$ cat config.mk
export PLATFORM = sky130hd
export DESIGN_NAME = xmb_bus
export DESIGN_NICKNAME = d
export VERILOG_FILES = /design/src/verilog/xmb_bus.v
export VERILOG_INCLUDE_DIRS = /design/src /design/src/verilog
export SDC_FILE = /design/constraint.sdc
export NUM_CORES = 1
export LEC_CHECK = 0
export BUFFER_PORTS_ARGS = -buffer_cell sky130_fd_sc_hd__buf_4
export CORE_AREA = 5 5 103 114
export DETAILED_ROUTE_END_ITERATION = 8
export DIE_AREA = 0 0 108 119
export GPL_TIMING_DRIVEN = 0
export MAX_ROUTING_LAYER = met4
export PLACE_DENSITY = 0.69
export SYNTH_ARGS = -nofsm -noshare
export SYNTH_HDL_FRONTEND = slang
export SYNTH_SLANG_ARGS = --single-unit
$ cat constraint.sdc
create_clock -name i_clk -period 5.5 [get_ports i_clk]
set_input_delay 1.1 -clock i_clk [delete_from_list [all_inputs] [get_ports i_clk]]
set_output_delay 1.1 -clock i_clk [all_outputs]
set_load 0.02 [all_outputs]
$ cat src/verilog/xmb_defs.vh
/*
 * Constants for the external memory bus block: configuration bit positions,
 * the external data page register address and its reset value, bus cycle
 * phase lengths.
 * Assumes inclusion by bare name from the bus block only.
 */
// What this block does
// - bus enabled only when both port select configuration bits are zero
// - with bus enabled every access address appears on ports 0 and 2
// - port 0 drives zero during data phase of internal accesses
// - program strobe for fetches; read and write strobes for data moves
// - fetch uses 16-bit address; data uses 16-bit or 8-bit address
// - page register holds port 2 through whole 8-bit data cycle
// - port 2 lost as I/O in bus mode; strobes forced onto P3.6, P3.7
// - low address and data share port 0; push-pull drivers in bus mode
// - low address valid on port 0 when latch pulse falls
// - write data precedes write strobe and outlasts it
// - read data sampled while read strobe low, two edges before it rises
// - port function from nonvolatile config; default is general I/O
// - access in I/O mode leaves port 0 and port 2 values unchanged
// - fetch select low at reset makes all fetches external
// - in bus mode fetch externally when PC is beyond internal memory
// - fetch drives PC high byte on port 2; bus pins dedicated outputs
// - config bit 1 set keeps port 0 as I/O; cleared gives bus only with bit 0 also cleared
// - config bit 0 set keeps port 2 as I/O; cleared loses port 2 and P3.6, P3.7, bus only with bit 1 also cleared
`ifndef XMB_DEFS_VH
`define XMB_DEFS_VH
`define XMB_CFG_P23_BIT 0
`define XMB_CFG_P0_BIT 1
`define XMB_CFG_RESET 8'hFF
`define XMB_PAGE_ADDR 8'h92
`define XMB_PAGE_RESET 8'h00
`define XMB_KIND_FETCH 2'h0
`define XMB_KIND_READ 2'h1
`define XMB_KIND_WRITE 2'h2
`define XMB_ADDR_CYCLES 2
`define XMB_STROBE_CYCLES 3
`endif

$ cat src/verilog/xmb_bus.v
/*
 * External memory bus for the core: multiplexed address/data on port 0,
 * high address or page on port 2, program/read/write strobes and the
 * address latch pulse. Also holds the external data page register.
 * Assumes the core holds a request until done, that port latch values come
 * from the core's own port registers, and that the configuration byte is
 * stable (it changes only in flash programming mode).
 */
`timescale 1ns/1ps
`include "xmb_defs.vh"
module xmb_bus #(
	parameter INT_PROG_BYTES = 17'h08000
) (
	input wire i_clk,
	input wire i_resetn,
	input wire i_ce,
	input wire [7:0] i_port_function_config,
	input wire i_external_fetch_select_n,

	input wire i_req,
	input wire [1:0] i_req_kind,
	input wire i_req_internal,
	input wire i_req_short_addr,
	input wire [15:0] i_req_addr,
	input wire [7:0] i_req_wdata,
	output wire o_req_ready,
	output reg o_done,
	output reg [7:0] o_rdata,

	input wire [15:0] i_pc,
	output wire o_fetch_external,

	input wire i_sfr_wr,
	input wire [7:0] i_sfr_addr,
	input wire [7:0] i_sfr_wdata,
	output wire [7:0] o_sfr_rdata,

	input wire [7:0] i_p0_latch,
	input wire [7:0] i_p2_latch,
	input wire [7:0] i_p0_pin,
	output reg [7:0] o_p0,
	output reg [7:0] o_p0_oe,
	output reg [7:0] o_p2,
	output reg o_p2_oe,
	output wire o_p0_open_drain,
	output reg o_address_latch,
	output reg o_program_read_strobe_n,
	output reg o_data_read_strobe_n,
	output reg o_data_store_strobe_n,
	output wire o_strobe_pins_owned,
	output wire o_port2_io_lost
);
	localparam ST_IDLE = 2'h0;
	localparam ST_ADDR = 2'h1;
	localparam ST_DATA = 2'h2;
	localparam ST_END = 2'h3;

	reg [1:0] state;
	reg [1:0] cnt;
	reg [1:0] kind;
	reg internal;
	reg short_addr;
	reg [15:0] addr;
	reg [7:0] wdata;
	reg [1:0] next_state;
	reg [1:0] next_cnt;

	reg [7:0] external_data_page;
	reg fetch_all_external;
	reg strap_taken;
	reg [1:0] strap_wait;

	reg [7:0] p0_s1;
	reg [7:0] p0_s2;
	reg fsel_s1;
	reg fsel_s2;

	reg [7:0] next_p0;
	reg [7:0] next_p0_oe;
	reg [7:0] next_p2;
	reg next_p2_oe;
	reg next_address_latch;
	reg next_program_read_strobe_n;
	reg next_data_read_strobe_n;
	reg next_data_store_strobe_n;

	wire port0_io_select = i_port_function_config[`XMB_CFG_P0_BIT];
	wire port2_3_io_select = i_port_function_config[`XMB_CFG_P23_BIT];
	wire bus_en = ~port0_io_select & ~port2_3_io_select;
	wire strobes_owned = ~port0_io_select | ~port2_3_io_select;
	wire [16:0] pc_wide = {1'b0, i_pc};

	// a request is taken only from idle
	wire take_req = (state == ST_IDLE) & i_req;
	wire short_req = i_req_short_addr & (i_req_kind != `XMB_KIND_FETCH);
	wire last_addr = (state == ST_ADDR) && (cnt == `XMB_ADDR_CYCLES - 1);

	assign o_strobe_pins_owned = strobes_owned;
	assign o_port2_io_lost = ~port2_3_io_select;
	assign o_p0_open_drain = ~bus_en;
	assign o_fetch_external = fetch_all_external | (bus_en & (pc_wide >= INT_PROG_BYTES));
	// in I/O mode requests finish at once and never touch the ports
	assign o_req_ready = (state == ST_IDLE);
	assign o_sfr_rdata = (i_sfr_addr == `XMB_PAGE_ADDR) ? external_data_page : 8'h00;

	// pins and the fetch strap come from outside the clock domain
	always @(posedge i_clk or negedge i_resetn) begin
		if (!i_resetn) begin
			p0_s1 <= 8'h00;
			p0_s2 <= 8'h00;
			fsel_s1 <= 1'b1;
			fsel_s2 <= 1'b1;
		end else if (i_ce) begin
			p0_s1 <= i_p0_pin;
			p0_s2 <= p0_s1;
			fsel_s1 <= i_external_fetch_select_n;
			fsel_s2 <= fsel_s1;
		end
	end

	// strap caught once, on the third enabled edge after release
	always @(posedge i_clk or negedge i_resetn) begin
		if (!i_resetn) begin
			strap_wait <= 2'h0;
			strap_taken <= 1'b0;
			fetch_all_external <= 1'b0;
		end else if (i_ce && !strap_taken) begin
			// synchroniser holds its reset level until two edges have passed
			if (strap_wait == 2'h2) begin
				strap_taken <= 1'b1;
				fetch_all_external <= ~fsel_s2;
			end else begin
				strap_wait <= strap_wait + 2'h1;
			end
		end
	end

	always @(posedge i_clk or negedge i_resetn) begin
		if (!i_resetn) begin
			external_data_page <= `XMB_PAGE_RESET;
		end else if (i_ce && i_sfr_wr && i_sfr_addr == `XMB_PAGE_ADDR) begin
			external_data_page <= i_sfr_wdata;
		end
	end

	// next phase of the bus cycle
	always @* begin
		next_state = state;
		next_cnt = cnt;
		case (state)
		ST_IDLE: begin
			if (take_req && bus_en) begin
				next_cnt = 2'h0;
				next_state = ST_ADDR;
			end
		end
		ST_ADDR: begin
			if (last_addr) begin
				next_cnt = 2'h0;
				next_state = ST_DATA;
			end else begin
				next_cnt = cnt + 2'h1;
			end
		end
		ST_DATA: begin
			if (cnt == `XMB_STROBE_CYCLES - 1) begin
				next_cnt = 2'h0;
				next_state = ST_END;
			end else begin
				next_cnt = cnt + 2'h1;
			end
		end
		default: begin
			next_state = ST_IDLE;
		end
		endcase
	end

	always @(posedge i_clk or negedge i_resetn) begin
		if (!i_resetn) begin
			state <= ST_IDLE;
			cnt <= 2'h0;
			kind <= `XMB_KIND_FETCH;
			internal <= 1'b0;
			short_addr <= 1'b0;
			addr <= 16'h0000;
			wdata <= 8'h00;
			o_done <= 1'b0;
			o_rdata <= 8'h00;
		end else if (i_ce) begin
			state <= next_state;
			cnt <= next_cnt;
			o_done <= 1'b0;
			if (take_req) begin
				if (!bus_en) begin
					// in I/O mode requests finish at once and never touch the ports
					o_done <= 1'b1;
				end else begin
					kind <= i_req_kind;
					internal <= i_req_internal;
					// fetches always carry a full address
					short_addr <= short_req;
					addr <= i_req_addr;
					wdata <= i_req_wdata;
				end
			end
			if (state == ST_END) begin
				o_done <= 1'b1;
				// synchroniser lags two edges: value seen while strobe still low
				if (kind != `XMB_KIND_WRITE) begin
					o_rdata <= internal ? 8'h00 : p0_s2;
				end
			end
		end
	end

	// port 2: page for short data moves, else high address byte
	always @* begin
		next_p2 = i_p2_latch;
		next_p2_oe = 1'b1;
		if (bus_en) begin
			if (take_req) begin
				if (short_req) begin
					next_p2 = external_data_page;
				end else begin
					next_p2 = i_req_addr[15:8];
				end
			end else begin
				next_p2 = short_addr ? external_data_page : addr[15:8];
			end
		end
	end

	// address latch pulse: one cycle, on the taking edge only
	always @* begin
		next_address_latch = bus_en & take_req;
	end

	// strobes stay high in I/O mode and outside the data phase
	always @* begin
		next_program_read_strobe_n = 1'b1;
		next_data_read_strobe_n = 1'b1;
		next_data_store_strobe_n = 1'b1;
		if (bus_en && state == ST_DATA) begin
			if (kind == `XMB_KIND_WRITE) begin
				// store strobe ends a cycle early so the data outlasts it
				next_data_store_strobe_n = (cnt == `XMB_STROBE_CYCLES - 1);
			end else if (kind == `XMB_KIND_FETCH) begin
				next_program_read_strobe_n = 1'b0;
			end else begin
				next_data_read_strobe_n = 1'b0;
			end
		end
	end

	// port 0: address, then data or zero, or released for a read
	always @* begin
		// I/O mode behaves as open drain: only a zero is driven
		next_p0 = i_p0_latch;
		next_p0_oe = ~i_p0_latch;
		if (bus_en) begin
			next_p0 = 8'hFF;
			next_p0_oe = 8'hFF;
			if (take_req) begin
				next_p0 = i_req_addr[7:0];
			end else if (state == ST_ADDR && !last_addr) begin
				next_p0 = addr[7:0];
			end else if (kind == `XMB_KIND_WRITE && state != ST_IDLE) begin
				// data goes out a cycle ahead of the strobe and stays after it
				next_p0 = internal ? 8'h00 : wdata;
			end else if (last_addr || state == ST_DATA) begin
				// reads release the pins, internal cycles show zero
				next_p0 = 8'h00;
				next_p0_oe = internal ? 8'hFF : 8'h00;
			end
		end
	end

	// pins registered so decode never glitches onto them
	always @(posedge i_clk or negedge i_resetn) begin
		if (!i_resetn) begin
			o_p0 <= 8'hFF;
			o_p0_oe <= 8'h00;
			o_p2 <= 8'hFF;
			o_p2_oe <= 1'b0;
			o_address_latch <= 1'b0;
			o_program_read_strobe_n <= 1'b1;
			o_data_read_strobe_n <= 1'b1;
			o_data_store_strobe_n <= 1'b1;
		end else if (i_ce) begin
			o_p0 <= next_p0;
			o_p0_oe <= next_p0_oe;
			o_p2 <= next_p2;
			o_p2_oe <= next_p2_oe;
			o_address_latch <= next_address_latch;
			o_program_read_strobe_n <= next_program_read_strobe_n;
			o_data_read_strobe_n <= next_data_read_strobe_n;
			o_data_store_strobe_n <= next_data_store_strobe_n;
		end
	end
endmodule

==> results.sh, run 1 <==
export IMPL_cts_setup_buffers=0
export IMPL_nets=642
export IMPL_critical_path_buf_inv_count=4
export IMPL_setup_viol=0
export IMPL_syn_inst=400
export IMPL_cts_buffer_depth=2
export IMPL_crit_chain="buf_4, nor2_1, inv_1, clkbuf_1, buf_4"
export IMPL_drc=0
export IMPL_maxCapViolCount=0
export IMPL_die_y_um=119
export IMPL_hold_buffers=0
export IMPL_initial_utilization_pct=44.16
export IMPL_grt_pass1_vias=3683
export IMPL_p_leak_nw=2.781
export IMPL_yosysMostFrequentCell="dfrtp_1"
export IMPL_syn_to_final_growth_pct=31.88
export IMPL_dieArea_mm2=0.01285
export IMPL_track_usage_pct=19.06
export IMPL_crit_path_start_kind="input pin"
export IMPL_final_max_slew_viol_count=0
export IMPL_drt_first_pass_iters=4
export IMPL_hp_class="register to register"
export IMPL_htreeDepth=3
export IMPL_setup_tns_ps=0
export IMPL_synth_commonest_cells="79 x dfrtp_1, 49 x mux2_2, 39 x nand2_1"
export IMPL_synthesis_area_mm2=0.004568
export IMPL_gp_congestion=0.8030
export IMPL_antenna_left=0
export IMPL_cts_buffers=9
export IMPL_rows=39
export IMPL_pre_cts_ws_ps=2115
export IMPL_coreArea_mm2=0.01034
export IMPL_wl_per_cell_um=16.93
export IMPL_port_buffer_count=127
export IMPL_synth_seq_cells=100
export IMPL_r2r_slack_ps=3300
export IMPL_ys_seq_area_share_pct=55.35
export IMPL_fmax_mhz=294.7
export IMPL_syn_area_per_cell_um2=11.42
export IMPL_synth_top_area_share_pct=43.28
export IMPL_vdd_ir_drop_max_v=0.0001705
export IMPL_drive_above_1_share_pct=41.91
export IMPL_clk_pin_slew_worst_paths_ps=60
export IMPL_end_kind="output pin"
export IMPL_ys_dominant_reg_cell="dfrtp_1"
export IMPL_fillers=900
export IMPL_p_per_area_mw_per_mm2=434.3
export IMPL_skew_ps=10.41
export IMPL_period_share_pct=61.70
export IMPL_syn_nets=503
export IMPL_status="finished, final reports clean"
export IMPL_worst_slack_ps=2106
export IMPL_ctsResizeCount=0
export IMPL_slew_headroom_pct=59.17
export IMPL_cpMostUsedCell="buf_4"
export IMPL_synth_area_leaders="dfrtp_1 43%, dfstp_2 12%, mux2_2 12%, o221ai_1 3.6%, nand2_1 3.2%"
export IMPL_antenna_cells=0
export IMPL_crit_path_top_delay_cell="clkbuf_1"
export IMPL_fin_crit_ps=3394
export IMPL_antenna_found_initial=0
export IMPL_cts_tree="built"
export IMPL_synth_edf_count=0
export IMPL_path_max_fanout=10
export IMPL_rsz0062_at_grt="no"
export IMPL_insertion_delay_ps=340
export IMPL_io_pins=149
export IMPL_drt_vias_per_instance=5.144
export IMPL_grt_pass1_wl_um=18770
export IMPL_critical_path_top_delay_family="buffers and inverters"
export IMPL_drt_iter0_markers=212
export IMPL_tightest_slew_ps=612.4
export IMPL_dp_hpwl_um=8692
export IMPL_max_stage_delay_ps=300
export IMPL_grt_max_degree=101
export IMPL_ys_types=44
export IMPL_critPathArrivalTime_ps=2290
export IMPL_cts_root_buf="clkbuf_16"
export IMPL_cts_sinks=100
export IMPL_yosysWarnings=0
export IMPL_cp_required_ps=4400
export IMPL_synth_async_reset_ratio_pct=100.0
export IMPL_synth_top_area_cell="dfrtp_1"
export IMPL_num_vias=3534
export IMPL_hold_viol=0
export IMPL_die_w_um=108
export IMPL_drt_wl_total_um=11630
export IMPL_crit_type="input pin to output pin"
export IMPL_grt_overflow=0
## cell usage in the layout, fill, tap and decap left out, types with 9 or more instances in the layout
cell and instances:
and2_1 9, buf_4 127, clkbuf_1 13, clkbuf_16 9
dfrtp_1 79, dfstp_2 21, inv_1 22, mux2_2 49
nand2_1 39, nand2b_1 12, nand3_1 14, nor2_1 24
o21ai_0 28, o221ai_1 19
## worst register-to-register path, stage by stage, from the launching register on
cell,delay (ps)
dfrtp_1,400
inv_1,110
ha_1,370
and2_1,180
buf_4,130
buf_2,230
nand2_1,230
o221ai_1,300
o221ai_1,170
## per-layer routing
metal	global-route usage (%)	share of wire [%]	up-vias
met5	-	0	-
met4	5.446	1.3	0
met3	3.734	4.7	8
met2	30.60	50	90
met1	24.65	44	1725
li1	-	-	1711
## per-stage QoR
stage	power [mW]	instance area [µm²]	instances	util (%)	hold slack, ps
2_1_floorplan	1.676	4568	400	-	434.5
3_3_place_gp	1.983	5700	670	55.10	451.4
3_5_place_dp	2.016	5700	670	55.10	461.5
4_1_cts	2.634	5993	686	57.93	478.6
5_1_grt	2.775	6025	687	58.24	490.8
6_report	2.616	6025	687	58.24	480.0
## flip-flops by register name (all words and copies together), names as in the netlist, 8 cells and up
name and flops:
o_p0_oe 8, o_p0 8, p0_s2 8, o_rdata 8
o_p2 8, wdata 8, external_data_page 8, addr 16
p0_s1 8
## layout make-up
| class | count | area (µm²) | area share [%] |
|---|---|---|---|
| multi-input cells | 257 | 1867 | 30.99 |
| inverters | 22 | 82.58 | 1.371 |
| well taps | 143 | 178.9 | 2.970 |
| plain buffers | 21 | 90.09 | 1.495 |
| repair buffers | 128 | 984.7 | 16.34 |
| clock inverters | 1 | 5.005 | 0.08307 |
| flip-flops and latches | 100 | 2529 | 41.97 |
| clock buffers | 15 | 287.8 | 4.777 |
## cells by family after synthesis
family	Yosys count	synth area share (%)
compound gates	91	14.74
xor+xnor	1	0.1918
fa+ha+maj	5	1.369
buf+inv	43	3.780
flops	100	55.35
mux	51	12.63
simple gates	109	11.94
## worst paths after layout
check,startpoint,endpoint,cells past startpoint
worst max-delay path,i_port_function_config[0],o_p0_open_drain,5
worst min-delay path,o_p0[2],o_p0[2],2
worst max register to register,state[0],o_p2[1],8
worst min register to register,o_p0[2],o_p0[2],2
max in group asynchronous,i_resetn,fsel_s2,2
min in group asynchronous,i_resetn,addr[8],2
## power by group
part / total (mW) / internal, mW / switching [mW] / leakage [nW]
clock: 0.614 / 0.356 / 0.258 / 0.146
sequential: 1.09 / 0.964 / 0.122 / 1.19
combinational: 0.916 / 0.427 / 0.489 / 1.45
total: 2.62 / 1.75 / 0.869 / 2.78
Note: power is estimated with default switching activity, not from simulation.
==> inputs of run 2 (changes only) <==
PLACE_DENSITY = 0.72   (was 0.69)
clock period = 2.89 ns   (was 5.5 ns; I/O delays follow)
==> run 2 against run 1 <==
  * Non-clock buffer count is 1 lower
  * Sequential share of layout area is 0.23 points higher
  * Utilization fell by 0.31 points
  * Final area shrank 0.54%
  * First-iteration DRC count is 15% lower
  * Clock skew decreased by 2.8 ps
  * Final cell count fell by 0.15%
  * Critical path type unchanged
==> results.sh, run 2 (synthesis results as in run 1) <==
export IMPL_largest_reg_flops=16
export IMPL_dp_hpwl_um=8864
export IMPL_coreArea_mm2=0.01034
export IMPL_antenna_left=0
export IMPL_die_y_um=119
export IMPL_fin_area_mm2=0.005992
export IMPL_num_vias=3587
export IMPL_final_cell_mix="127 x buf_4, 79 x dfrtp_1, 49 x mux2_2"
export IMPL_dieArea_mm2=0.01285
export IMPL_fillers=910
export IMPL_slew_headroom_pct=38.73
export IMPL_final_common_cell="buf_4"
export IMPL_drt_first_pass_iters=5
export IMPL_period_share_pct=81.20
export IMPL_drt_vias_per_instance=5.229
export IMPL_p_leak_nw=2.758
export IMPL_cts_sinks=100
export IMPL_rsz0062_at_grt="no"
export IMPL_status="finished, final reports clean"
export IMPL_vdd_ir_drop_max_v=0.0003921
export IMPL_crit_path_start_kind="input pin"
export IMPL_grt_pass1_wl_um=18670
export IMPL_crit_type="input pin to output pin"
export IMPL_total_power_mw=4.988
export IMPL_grt_max_degree=101
export IMPL_antenna_cells=0
export IMPL_insertion_delay_ps=340
export IMPL_die_w_um=108
export IMPL_cp_required_ps=2310
export IMPL_final_max_slew_viol_count=0
export IMPL_htreeDepth=3
export IMPL_clk_pin_slew_worst_paths_ps=70
export IMPL_critPathArrivalTime_ps=1770
export IMPL_cts_buffer_depth=2
export IMPL_grt_overflow=0
export IMPL_end_kind="output pin"
export IMPL_drt_wl_total_um=11750
export IMPL_gp_congestion=0.8502
export IMPL_io_pins=149
export IMPL_drt_iter0_markers=180
export IMPL_cts_setup_buffers=0
export IMPL_setup_viol=0
export IMPL_hold_buffers=0
export IMPL_fin_crit_ps=2347
export IMPL_track_usage_pct=18.96
export IMPL_antenna_found_initial=0
export IMPL_place_area_mm2=0.005700
export IMPL_ctsResizeCount=0
export IMPL_cts_root_buf="clkbuf_16"
export IMPL_maxCapViolCount=0
export IMPL_port_buffer_count=127
export IMPL_initial_utilization_pct=44.16
export IMPL_top_register="addr"
export IMPL_drc=0
export IMPL_cts_buffers=9
export IMPL_syn_to_final_growth_pct=31.17
export IMPL_cts_tree="built"
export IMPL_hp_class="input pin to async pin"
export IMPL_nets=641
export IMPL_setup_tns_ps=0
export IMPL_skew_ps=7.578
export IMPL_wl_per_cell_um=17.13
export IMPL_p_per_area_mw_per_mm2=832.4
export IMPL_tightest_slew_ps=919.0
export IMPL_path_max_fanout=10
export IMPL_drive_above_1_share_pct=41.80
export IMPL_rows=39
export IMPL_grt_pass1_vias=3743
export IMPL_hold_viol=0
export IMPL_fmax_mhz=426.1
[run 2: changes by cell type in the layout (fill, tap and decap cells not counted)]
cell / delta
buf_16: -1
bufinv_16: +1
clkbuf_8: -4
clkinv_2: +1
clkinvlp_4: +2
[run 2: cell type report]
type / instances / area (µm²) / share of cell area (%)
Buffer: 21 / 90.09 / 1.503
Clock buffer: 11 / 232.7 / 3.884
Clock inverter: 5 / 55.05 / 0.9188
Inverter: 22 / 82.58 / 1.378
Multi-Input combinational cell: 257 / 1867 / 31.15
Sequential cell: 100 / 2529 / 42.20
Tap cell: 143 / 178.9 / 2.986
Timing Repair Buffer: 127 / 957.2 / 15.97
[run 2: metrics by stage]
| stage | hold slack [ps] | setup slack (ps) | utilization [%] | cells |
|---|---|---|---|---|
| 2_1_floorplan | 282.4 | 844.7 | - | 400 |
| 3_3_place_gp | 450.9 | 550.2 | 55.10 | 670 |
| 3_5_place_dp | 462.4 | 537.1 | 55.10 | 670 |
| 4_1_cts | 454.4 | 533.7 | 57.89 | 686 |
| 5_1_grt | 412.3 | 466.2 | 57.92 | 686 |
| 6_report | 337.3 | 543.2 | 57.92 | 686 |
[run 2: final timing paths]
path | slack, ps | startpoint | cells after the start | endpoint
min in group i_clk | 470 | i_sfr_wdata[5] | 2 | external_data_page[5]
max reg2reg | 670 | state[0] | 8 | o_p2[3]
max | 540 | i_port_function_config[0] | 5 | o_p0_open_drain
min reg2reg | 470 | strap_taken | 1 | strap_taken
min | 340 | i_resetn | 1 | external_data_page[2]
max in group asynchronous | 1920 | i_resetn | 1 | o_p0_oe[1]
[run 2: critical path, stage by stage]
cell	delay, ps
buf_4	130
nor2_1	260
inv_1	250
clkbuf_1	310
buf_4	240
[run 2: metal layers]
metal	vias to the layer above	track usage (%)	wire [µm]
met5	-	-	0
met4	0	7.893	228
met3	17	2.652	587
met2	102	31.07	5896
met1	1766	23.53	5038
li1	1702	-	-
[run 2: report_power, final]
group | internal [mW] | switching, mW
Combinational | 0.808 | 0.931
Sequential | 1.83 | 0.236
Clock | 0.669 | 0.509
==> inputs of run 3 (changes only) <==
clock period = 2 ns   (was 2.89 ns; I/O delays follow)
==> run 3 against run 2 <==
  * Final area grew 2.0%
  * Worst setup slack lost 460 ps
  * Global-route usage grew 0.60 points
  * First-iteration DRC count grew 8.9%
  * Final cell count grew 0.73%
  * Die area is the same
  * Count of clock-buffer cells in the layout grew 1
  * Critical path depth is the same
  * Clock skew shrank 3.7 ps
  * Critical path type unchanged
  * Critical endpoint is now o_fetch_external
  * Highest routed layer unchanged
==> results.sh, run 3 (synthesis results as in run 1) <==
export IMPL_status="finished, final reports clean"
export IMPL_skew_ps=3.833
export IMPL_initial_utilization_pct=44.16
export IMPL_end_kind="output pin"
export IMPL_crit_type="input pin to output pin"
export IMPL_vdd_ir_drop_max_v=0.0005797
export IMPL_insertion_delay_ps=340
export IMPL_antenna_cells=0
export IMPL_cts_buffer_depth=2
export IMPL_drt_iter0_markers=196
export IMPL_antenna_left=0
export IMPL_final_common_cell="buf_4"
export IMPL_p_leak_nw=2.803
export IMPL_r2r_start="state[1]"
export IMPL_seqPwrFrac_pct=40.3
export IMPL_grt_overflow=0
export IMPL_maxCapViolCount=0
export IMPL_dp_hpwl_um=9031
export IMPL_io_pins=149
export IMPL_antenna_found_initial=0
export IMPL_switchingPower_mw=2.519
export IMPL_syn_to_final_growth_pct=33.77
export IMPL_hold_viol=0
export IMPL_combPwrFrac_pct=37.2
export IMPL_cp_required_ps=1600
export IMPL_grt_pass1_vias=3830
export IMPL_cts_root_buf="clkbuf_16"
export IMPL_grt_pass1_wl_um=19270
export IMPL_clk_pin_slew_worst_paths_ps=60
export IMPL_pwr_share_clk_pct=22.5
export IMPL_drt_wl_total_um=12180
export IMPL_fin_crit_ps=1913
export IMPL_hp_class="input pin to async pin"
export IMPL_drive_above_1_share_pct=45.26
export IMPL_port_buffer_count=127
export IMPL_gp_congestion=0.8305
export IMPL_cts_tree="built"
export IMPL_top_register="addr"
export IMPL_final_max_slew_viol_count=0
export IMPL_htreeDepth=3
export IMPL_swShare_pct=33.98
export IMPL_cts_buffers=9
export IMPL_largest_reg_flops=16
export IMPL_p_int_mw=4.894
export IMPL_num_vias=3649
export IMPL_final_cell_mix="134 x buf_4, 79 x dfrtp_1, 49 x mux2_2"
export IMPL_tightest_slew_ps=907.9
export IMPL_slew_headroom_pct=39.47
export IMPL_fmax_mhz=522.7
export IMPL_die_w_um=108
export IMPL_rsz0062_at_grt="no"
export IMPL_track_usage_pct=19.56
export IMPL_drc=0
export IMPL_p_per_area_mw_per_mm2=1213
export IMPL_cts_sinks=100
export IMPL_drt_first_pass_iters=4
export IMPL_path_max_fanout=10
export IMPL_crit_path_start_kind="input pin"
export IMPL_rows=39
export IMPL_dieArea_mm2=0.01285
export IMPL_drt_vias_per_instance=5.281
export IMPL_critPathArrivalTime_ps=1510
export IMPL_setup_viol=0
export IMPL_total_power_mw=7.413
export IMPL_coreArea_mm2=0.01034
export IMPL_nets=646
export IMPL_period_share_pct=95.66
export IMPL_startpoint="i_port_function_config[0]"
export IMPL_die_y_um=119
export IMPL_wl_per_cell_um=17.63
export IMPL_whs_ps=139.7
export IMPL_grt_max_degree=101
==> run 3: cell count changes in the layout (fill, tap and decap cells not counted), sizes merged <==
cell,delta
bufinv,-1
buf,+3
clkinvlp,-1
clkinv,+1
clkbuf,+3
==> run 3: worst paths after layout <==
kind                                    end  slack [ps]  depth (start not counted)
setup reg to reg                    o_p0[4]         120                          7
hold reg to reg                 strap_taken         470                          1
min in group i_clk                 p0_s1[7]         280                          2
setup / recovery           o_fetch_external          90                          5
max in group asynchronous          addr[13]        1240                          1
hold / removal                      addr[9]         140                          1
==> run 3: final cells by class <==
| type | count | area (µm²) |
|---|---|---|
| inverter | 22 | 82.58 |
| clock inverter | 4 | 22.52 |
| tap | 143 | 178.9 |
| fill | 887 | 4234 |
| sequential | 100 | 2529 |
| buffer | 21 | 101.3 |
| clock buffer | 12 | 266.5 |
| multi-input combinational | 257 | 1936 |
| timing repair buffer | 132 | 994.7 |
==> run 3: repair_timing <==
| action | CTS | global route |
|---|---|---|
| buffers inserted | 1 | 4 |
| pin swaps | 2 | 3 |
| gates resized for setup | 4 | 16 |
| hold buffers | 0 | 0 |
| setup endpoints to repair | 39 | 46 |
==> run 3: power by group through the flow <==
stage	Combinational [mW]	Sequential, mW	Clock [mW]
final	2.76	2.99	1.67
after global routing	3.01	3.06	1.78
after CTS	2.63	2.99	1.69
after detailed placement	2.54	3.02	0
after global placement	2.46	2.99	0
after floorplan	1.45	3.17	0
==> run 3: critical path, cell delays in order <==
cell      delay (ps)
buf_4            130
nor2_1           290
clkbuf_1         380
a21o_1           180
buf_4            130
==> run 3: per-layer routing <==
metal / up-vias / routed length (µm) / track usage (%)
met2: 103 / 6293 / 33.44
li1: 1727 / - / -
met5: - / 0 / -
met1: 1803 / 4942 / 23.18
met4: 0 / 289 / 8.129
met3: 16 / 657 / 2.489
==> run 3: metrics by stage <==
step	utilization [%]	TNS (ps)	setup slack, ps	std cells	instance area [µm²]
global placement	55.13	-181.1	-35.59	670	5703
floorplan	-	0	73.59	400	4571
detailed placement	55.13	-926.1	-98.68	670	5703
global route	59.07	0	6.031	691	6111
CTS	58.16	0	1.561	687	6017
finish	59.07	0	86.82	691	6111
